**config.mk**
```make
export PLATFORM = sky130hd
export DESIGN_NAME = ldo_regulator_control_regs
export DESIGN_NICKNAME = d
export VERILOG_FILES = /design/src/rtl/ldo_regulator_control_pkg.sv /design/src/rtl/ldo_regulator_control_regs.sv
export VERILOG_INCLUDE_DIRS = /design/src /design/src/rtl
export SDC_FILE = /design/constraint.sdc
export NUM_CORES = 1
export LEC_CHECK = 0
export BUFFER_PORTS_ARGS = -buffer_cell sky130_fd_sc_hd__buf_2
export CAP_MARGIN = 20
export CORE_UTILIZATION = 46
export DETAILED_ROUTE_END_ITERATION = 10
export PLACE_DENSITY = 0.78
export SYNTH_ARGS = -nofsm -noshare
export SYNTH_HDL_FRONTEND = slang
export SYNTH_SLANG_ARGS = --single-unit
export TNS_END_PERCENT = 100
```
**constraint.sdc**
```tcl
create_clock -name pclk -period 6 [get_ports pclk]
set_clock_uncertainty 0.05 [all_clocks]
set_input_delay 0.3 -clock pclk [delete_from_list [all_inputs] [get_ports pclk]]
set_output_delay 0.3 -clock pclk [all_outputs]
set_load 0.02 [all_outputs]
```
**src/rtl/ldo_regulator_control_regs.svh**
```systemverilog
// register indices, masks, reset values and field codes of the regulator bank
`ifndef LDO_REGULATOR_CONTROL_REGS_SVH
`define LDO_REGULATOR_CONTROL_REGS_SVH
`define CTRL_INDEX 16'h4068
`define ON_INDEX 16'h4069
`define STATUS_INDEX 16'h4080
`define CTRL_ADDR {2'h0, `CTRL_INDEX, 2'h0}
`define ON_ADDR {2'h0, `ON_INDEX, 2'h0}
`define STATUS_ADDR {2'h0, `STATUS_INDEX, 2'h0}
`define CTRL_MASK 16'hdfc1
`define ON_MASK 16'he11f
`define CTRL_RESET 16'h0200
`define ON_RESET 16'h0000
`define UV_IGNORE 2'h0
`define UV_SHUT_REG 2'h1
`define UV_SHUT_SYS 2'h2
`define HWC_NONE 2'h0
`define HWC_IN1 2'h1
`define HWC_IN2 2'h2
`define HWC_OFF 2'h1
`define HWC_FROM_ON 2'h3
`define SLOT_NEVER 3'h0
`define SLOT_LAST 3'h5
`define SLOT_HWEN1 3'h6
`define SLOT_HWEN2 3'h7
`define CODE_FINE_LAST 5'h0e
`define MV_BASE_FINE 12'h384
`define MV_BASE_COARSE 12'h6a4
`define MV_STEP_FINE 12'h032
`define MV_STEP_COARSE 12'h064
`endif

```
**src/rtl/ldo_regulator_control_pkg.sv**
```systemverilog
// types of the regulator control bank
package ldo_regulator_control_pkg;
	typedef struct packed {
		logic [1:0] undervoltage_action;
		logic rsv13;
		logic [1:0] hw_control_source;
		logic hw_control_voltage_pick;
		logic [1:0] hw_control_op_mode;
		logic output_float_when_off;
		logic switch_mode_select;
		logic [4:0] rsv1;
		logic low_power_class;
	} ctrl_reg_t;
	typedef struct packed {
		logic [2:0] start_slot_select;
		logic [3:0] rsv9;
		logic on_state_op_mode;
		logic [2:0] rsv5;
		logic [4:0] on_state_voltage_code;
	} on_reg_t;
	typedef struct packed {
		logic enable;
		logic discharge;
		logic switch_mode;
		logic low_power;
		logic low_power_class;
		logic [4:0] voltage_code;
		logic [11:0] target_mv;
	} ldo_ctl_t;
	typedef enum logic [2:0] {
		PWR_OFF = 3'b001,
		PWR_ON = 3'b010,
		PWR_TRIP = 3'b100
	} pwr_state_t;
endpackage

```
**src/rtl/ldo_regulator_control_regs.sv**
```systemverilog
// control registers and output steering of the first linear regulator
// Contract
// - undervoltage action 00 ignore, 01 regulator off, 10 system reset, 11 reserved.
// - every undervoltage fault raises an interrupt whatever the action setting.
// - hardware control source 00 none, 01 input one, 10 input two, 11 either.
// - under hardware control voltage pick 0 uses on code, 1 sleep code.
// - hardware mode 00/10 low power, 01 off, 11 follows on-state mode bit.
// - float bit 0 discharges output when off; separate bit selects switch mode.
// - low-power class bit picks 50mA class (0) or 20mA class (1).
// - start slot 000 never, 001-101 timeslots 1-5, 110/111 hardware enables.
// - on-state mode bit 0 normal, 1 low power.
// - codes 00h-0Eh 0.90-1.60V by 50mV, 0Fh-1Fh 1.70-3.30V by 100mV.
// - sleep voltage code uses the same five-bit encoding as on code.
`timescale 1ns/10ps
`include "ldo_regulator_control_regs.svh"
module ldo_regulator_control_regs
	import ldo_regulator_control_pkg::*;
(
	// apb
	input wire logic pclk,
	input wire logic presetn,
	input wire logic psel,
	input wire logic penable,
	input wire logic pwrite,
	input wire logic [19:0] paddr,
	input wire logic [31:0] pwdata,
	output logic [31:0] prdata,
	output logic pready,
	output logic pslverr,
	// pins, asynchronous
	input wire logic [1:0] hw_control_in,
	input wire logic [1:0] hw_enable_in,
	input wire logic undervoltage_in,
	// sequencer and sleep register, same clock
	input wire logic [4:0] timeslot_strobe,
	input wire logic [4:0] sleep_state_voltage_code,
	// regulator side
	output ldo_ctl_t ldo_ctl,
	output logic uv_interrupt,
	output logic system_reset_req
);
	ctrl_reg_t ctrl_q;
	on_reg_t on_q;
	ldo_ctl_t ctl_d;
	ldo_ctl_t ctl_q;
	pwr_state_t state_q;
	pwr_state_t state_d;
	logic [4:0] sync1_q;
	logic [4:0] sync2_q;
	logic uv_prev_q;
	logic irq_q;
	logic sysrst_q;
	logic [31:0] rdata_q;

	// two flops before any logic looks at the pins
	always_ff @(posedge pclk or negedge presetn) begin
		if (!presetn) begin
			sync1_q <= 5'h00;
			sync2_q <= 5'h00;
		end else begin
			sync1_q <= {undervoltage_in, hw_enable_in, hw_control_in};
			sync2_q <= sync1_q;
		end
	end

	wire [1:0] hwc_s = sync2_q[1:0];
	wire [1:0] hwen_s = sync2_q[3:2];
	wire uv_s = sync2_q[4];
	wire uv_rise = uv_s && !uv_prev_q;

	// apb decode
	wire setup = psel && !penable;
	wire access = psel && penable;
	wire hit_ctrl = (paddr == `CTRL_ADDR);
	wire hit_on = (paddr == `ON_ADDR);
	wire hit_stat = (paddr == `STATUS_ADDR);
	wire mapped = hit_ctrl || hit_on || hit_stat;
	wire wr_ctrl = access && pwrite && hit_ctrl;
	wire wr_on = access && pwrite && hit_on;
	assign pready = 1'b1;
	// status is read-only, so a write there is refused too
	assign pslverr = access && (!mapped || (pwrite && hit_stat));
	assign prdata = rdata_q;

	wire [15:0] status_word = {state_q, 1'b0, uv_s, hwen_s, hwc_s, ctl_q.enable,
		ctl_q.low_power, ctl_q.voltage_code};
	wire [15:0] rd_sel = hit_ctrl ? (ctrl_q & `CTRL_MASK) :
		hit_on ? (on_q & `ON_MASK) :
		hit_stat ? status_word : 16'h0000;

	// read data captured in setup so it comes from a flop in access
	always_ff @(posedge pclk or negedge presetn) begin
		if (!presetn) begin
			rdata_q <= 32'h00000000;
		end else if (setup && !pwrite) begin
			rdata_q <= {16'h0000, rd_sel};
		end
	end

	always_ff @(posedge pclk or negedge presetn) begin
		if (!presetn) begin
			ctrl_q <= `CTRL_RESET;
			on_q <= `ON_RESET;
		end else begin
			if (wr_ctrl) begin
				ctrl_q <= pwdata[15:0] & `CTRL_MASK;
			end
			if (wr_on) begin
				on_q <= pwdata[15:0] & `ON_MASK;
			end
		end
	end

	// hardware control selection
	wire hwc_active = (ctrl_q.hw_control_source == `HWC_IN1) ? hwc_s[0] :
		(ctrl_q.hw_control_source == `HWC_IN2) ? hwc_s[1] :
		(ctrl_q.hw_control_source == `HWC_NONE) ? 1'b0 : |hwc_s;
	wire hwc_off = hwc_active && (ctrl_q.hw_control_op_mode == `HWC_OFF);
	wire hwc_lp = (ctrl_q.hw_control_op_mode == `HWC_FROM_ON) ?
		on_q.on_state_op_mode : 1'b1;

	// start slot: timeslots latch on, hardware enables follow their level
	wire [2:0] slot = on_q.start_slot_select;
	wire slot_seq = (slot != `SLOT_NEVER) && (slot <= `SLOT_LAST);
	wire [2:0] slot_idx = slot - 3'h1;
	wire slot_hit = slot_seq && timeslot_strobe[slot_idx];
	wire hwen_on = (slot == `SLOT_HWEN1) ? hwen_s[0] :
		(slot == `SLOT_HWEN2) ? hwen_s[1] : 1'b0;
	wire trip_req = uv_rise && (ctrl_q.undervoltage_action == `UV_SHUT_REG);

	always_comb begin
		state_d = state_q;
		case (state_q)
			PWR_OFF: begin
				if (trip_req) begin
					state_d = PWR_TRIP;
				end else if (slot_hit || hwen_on) begin
					state_d = PWR_ON;
				end
			end
			PWR_ON: begin
				if (trip_req) begin
					state_d = PWR_TRIP;
				end else if (slot == `SLOT_NEVER || (!slot_seq && !hwen_on)) begin
					state_d = PWR_OFF;
				end
			end
			PWR_TRIP: begin
				// stays off until software rewrites the control register
				if (wr_ctrl) begin
					state_d = PWR_OFF;
				end
			end
			default: begin
				state_d = PWR_OFF;
			end
		endcase
	end

	// output voltage and mode
	wire [4:0] vcode = (hwc_active && ctrl_q.hw_control_voltage_pick) ?
		sleep_state_voltage_code : on_q.on_state_voltage_code;
	wire lp_now = hwc_active ? hwc_lp : on_q.on_state_op_mode;
	wire en_now = (state_q == PWR_ON) && !hwc_off;
	wire fine = (vcode <= `CODE_FINE_LAST);
	wire [11:0] code12 = {7'h00, vcode};
	wire [11:0] mv_fine = `MV_BASE_FINE + 12'(code12 * `MV_STEP_FINE);
	wire [11:0] mv_coarse = `MV_BASE_COARSE +
		12'((code12 - 12'h00f) * `MV_STEP_COARSE);

	always_comb begin
		ctl_d.enable = en_now;
		ctl_d.discharge = !en_now && !ctrl_q.output_float_when_off;
		ctl_d.switch_mode = ctrl_q.switch_mode_select;
		ctl_d.low_power = lp_now;
		ctl_d.low_power_class = ctrl_q.low_power_class;
		ctl_d.voltage_code = vcode;
		ctl_d.target_mv = fine ? mv_fine : mv_coarse;
	end

	always_ff @(posedge pclk or negedge presetn) begin
		if (!presetn) begin
			state_q <= PWR_OFF;
			ctl_q <= '0;
			uv_prev_q <= 1'b0;
			irq_q <= 1'b0;
			sysrst_q <= 1'b0;
		end else begin
			state_q <= state_d;
			ctl_q <= ctl_d;
			uv_prev_q <= uv_s;
			irq_q <= uv_rise;
			sysrst_q <= uv_rise && (ctrl_q.undervoltage_action == `UV_SHUT_SYS);
		end
	end

	assign ldo_ctl = ctl_q;
	assign uv_interrupt = irq_q;
	assign system_reset_req = sysrst_q;
endmodule // ldo_regulator_control_regs

```
==> impl_metrics.toml <==
[run_status]
outcome = "finished, final reports clean"

[yosys]
seq_area_frac_synth_pct = 40.0
synth-async-reset-ratio_pct = 100
yosysTopAreaCell = "dfrtp_1"
synth_top_cells_by_area = "dfrtp_1 (39%), ha_1 (9.7%), mux2_2 (5.7%)"
synth_warnings = 0
synth_top_area_share_pct = 38.9
ys_types = 60
synth_edf_count = 0
synthCells = 441
ys_ff_latch = 72
synth-main-ff-cell = "dfrtp_1"
postSynthAreaPerCell_um2 = 10.2
syn-cell-area_um2 = 4510

[floorplan]
rows = 35
die_area_um2 = 10200
initial_utilization_pct = 48.1
fp.coreArea_um2 = 9370
ios = 130
die_w_um = 101
dieHeight_um = 101

[routing]
wl_per_cell_um = 15.3
drt-initial-drc-count = 182
dr.pass1.iters = 5
vias = 3602
avgViaCountPerCell = 5.36
drc_errors = 0
routed_wl_um = 10300
ant_nets = 0

[critical_path]
path_class = "flop to flop"
crit_start = "ctrl_q[11]"
critical-path-max-stage-delay_ns = 0.58
r2r_setup_slack_ns = 0.70
crit_top_cell = "ha_1"
r2r-start = "ctrl_q[11]"
cp_cell_sequence = "a22o_4 -> nand2_2 -> nor2_1 -> a21oi_1 -> inv_1 -> ha_1 -> xor2_1 -> ha_1 -> ha_1 -> fa_1 -> ha_1 -> xor2_1 -> or2_2 -> a21oi_1 -> a211oi_1 -> a311oi_1 -> o31ai_1"
cp.arrival_ns = 5.52
start_kind = "flop"
slowest_stage = "a211oi_1"
path_max_fanout = 11
required_ns = 6.22
worst_setup_path_end_kind = "flop"
worstRegToRegCells = 17

[timing]
fmax_mhz = 189
finalCritPeriodShare_pct = 88.4
fin_tns_setup_ns = 0
final_max_slew_viol_count = 0
fin_crit_ns = 5.30
tightest_slew_ns = 0.938
rsz0062_at_grt = "false"
hold_viol = 0
slew_headroom_pct = 37.0
final-setup-viol-count = 0

[hold_path]
holdCritPathClass = "input pin to async pin"

[global_route]
grt_max_degree = 73
grt_pass1_vias = 3504
grtUsageTotal_pct = 21.5
antenna_found_initial = 0
gr-total-overflow = 0
grt_first_pass_wirelength_um = 16500

[clock_network]
clock_latency_ns = 0.36
cts_buffers = 9
post_cts_buffers = 0
cts_tree = "yes"
clk_pin_slew_ns = 0.07
h-tree-depth = 3
ctsRootBufferMaster = "clkbuf_8"
ctsLongestPathBuffers = 2
ctsHoldBuffers = 5
post_cts_resized = 0
cts.sinks = 72

[finish]
fin_nets = 651
design_area_um2 = 5240
area_growth_syn_to_layout_pct = 16.4
layout-drive-gt1-share_pct = 26.7
num_antenna_cells = 0

[power]
irDropWorstVdd_mv = 0.103
swShare_pct = 26.0
power_w = 0.000950
power.density_nw_per_um2 = 181
p_leak_nw = 2.72
clkPwrFrac_pct = 37.3
p_sw_w = 0.000247
p_int_w = 0.000703
pwr-share-comb_pct = 9.1
sequentialPowerShare_pct = 53.6

[job]
maxCapViolCount = 0

[placed_design]
gp_congestion = 0.890
placed_cell_area_um2 = 5000
io_buffer_count = 94
hpwl_um = 7890
path summary, 6_finish.rpt:
kind | end
setup / recovery | ldo_ctl[11]
hold / removal | slot[1]
min in group pclk | on_q[3]
hold reg to reg | sync2_q[4]
max in group asynchronous | sync2_q[3]
setup reg to reg | ldo_ctl[11]
flip-flops by register name, summed over array words and instances (netlist names):
register,cells
uv_prev_q,1
sync2_q,5
ldo_ctl,21
ctl_d,2
prdata,16
slot,3
state_q,3
ctrl_q,8
system_reset_req,1
on_q,6
uv_interrupt,1
sync1_q,5
cell type report:
cell class	instances	area, um^2
well taps	129	161
multi-input cells	321	2430
fillers	832	4130
inverters	33	124
repair buffers	101	536
clock buffers	12	155
flip-flops and latches	72	1800
clock inverters	4	28.8
synthesized netlist by cell type (2+ instances only):
cell type / instances
o2111ai_1: 2
nor3_1: 9
nand3b_1: 2
ha_1: 35
conb_1: 2
a31oi_1: 5
dfrtp_1: 70
buf_4: 19
or4_1: 3
a32oi_1: 5
nor2_1: 12
nand2_1: 42
nor4_4: 2
mux2_2: 23
o21a_1: 3
buf_2: 6
xnor2_1: 13
dfstp_2: 2
and3b_1: 2
nor2b_1: 11
and2_1: 2
mux2i_1: 4
a311oi_1: 3
fa_1: 6
a21boi_0: 3
nor4_1: 3
xor2_1: 13
clkbuf_1: 5
o31ai_1: 4
o21ai_0: 34
nand3_1: 4
o211ai_1: 4
nor3b_1: 2
nand4_1: 2
a21oi_1: 15
inv_1: 33
a21o_1: 4
a22oi_1: 10
layout by cell type (no fill, tap or decap), types with 2 or more instances in the layout:
cell type      Yosys  final
a21boi_0           3      3
a21o_1             4      4
a21oi_1           15     15
a22oi_1           10     10
a311oi_1           3      3
a31oi_1            5      5
a32oi_1            5      5
and2_1             2      2
and3b_1            2      2
buf_2              6     94
buf_4             19      2
clkbuf_8           0     11
clkinvlp_4         0      2
conb_1             2     18
dfrtp_1           70     70
dfstp_2            2      2
dlygate4sd3_1      0      5
fa_1               6      6
ha_1              35     35
inv_1             33     33
mux2_2            23     23
mux2i_1            4      4
nand2_1           42     42
nand3_1            4      4
nand3b_1           2      2
nand4_1            2      2
nor2_1            12     12
nor2b_1           11     11
nor3_1             9      9
nor3b_1            2      2
nor4_1             3      3
nor4_4             2      2
o2111ai_1          2      2
o211ai_1           4      4
o21a_1             3      3
o21ai_0           34     34
o31ai_1            4      4
or4_1              3      3
xnor2_1           13     13
xor2_1            13     13
cell families after synthesis:
group	after synthesis	synth area share [%]
other	2	0.167
and+or+nand+nor	107	13.2
muxes	28	7.14
AOI/OAI and AO/OA	101	14.7
xor gates and xnor gates	26	5.05
DFF	72	40.0
adders and majority gates	41	12.4
buffers and inverters	64	7.25
power by group through the flow:
stage               clock [W]  combinational (W)  sequential, W
floorplan                   0          0.0000518       0.000516
global placement            0          0.0000805       0.000518
detailed placement          0          0.0000830       0.000519
CTS                  0.000364          0.0000858       0.000510
global route         0.000381          0.0000943       0.000510
finish               0.000354          0.0000864       0.000510
per-stage QoR:
step	utilization [%]	cells	setup WS [ns]	hold WS, ns
after detailed placement	53.4	650	0.799	0.287
after global routing	56.0	672	0.350	0.113
final	56.0	672	0.698	0.0657
after floorplan	-	457	1.30	-0.0456
after global placement	53.4	650	0.892	0.287
after CTS	55.9	671	0.775	0.103
metal layers:
| metal | up-vias | wire [um] | global-route usage (%) |
|---|---|---|---|
| li1 | 1726 | - | - |
| met1 | 1754 | 4380 | 24.9 |
| met2 | 102 | 5260 | 37.8 |
| met3 | 20 | 457 | 4.85 |
| met4 | 0 | 197 | 9.59 |
| met5 | - | 0 | 0 |
critical path: cells and delay by family (launching register included):
| family | cells | cell delay (ns) |
|---|---|---|
| adders and majority gates | 5 | 1.76 |
| AOI/OAI and AO/OA | 6 | 1.71 |
| xor gates and xnor gates | 2 | 0.60 |
| and+or+nand+nor | 3 | 0.48 |
| DFF | 1 | 0.42 |
| buffers and inverters | 1 | 0.19 |
No activity file was read; power rests on OpenSTA's default activity.
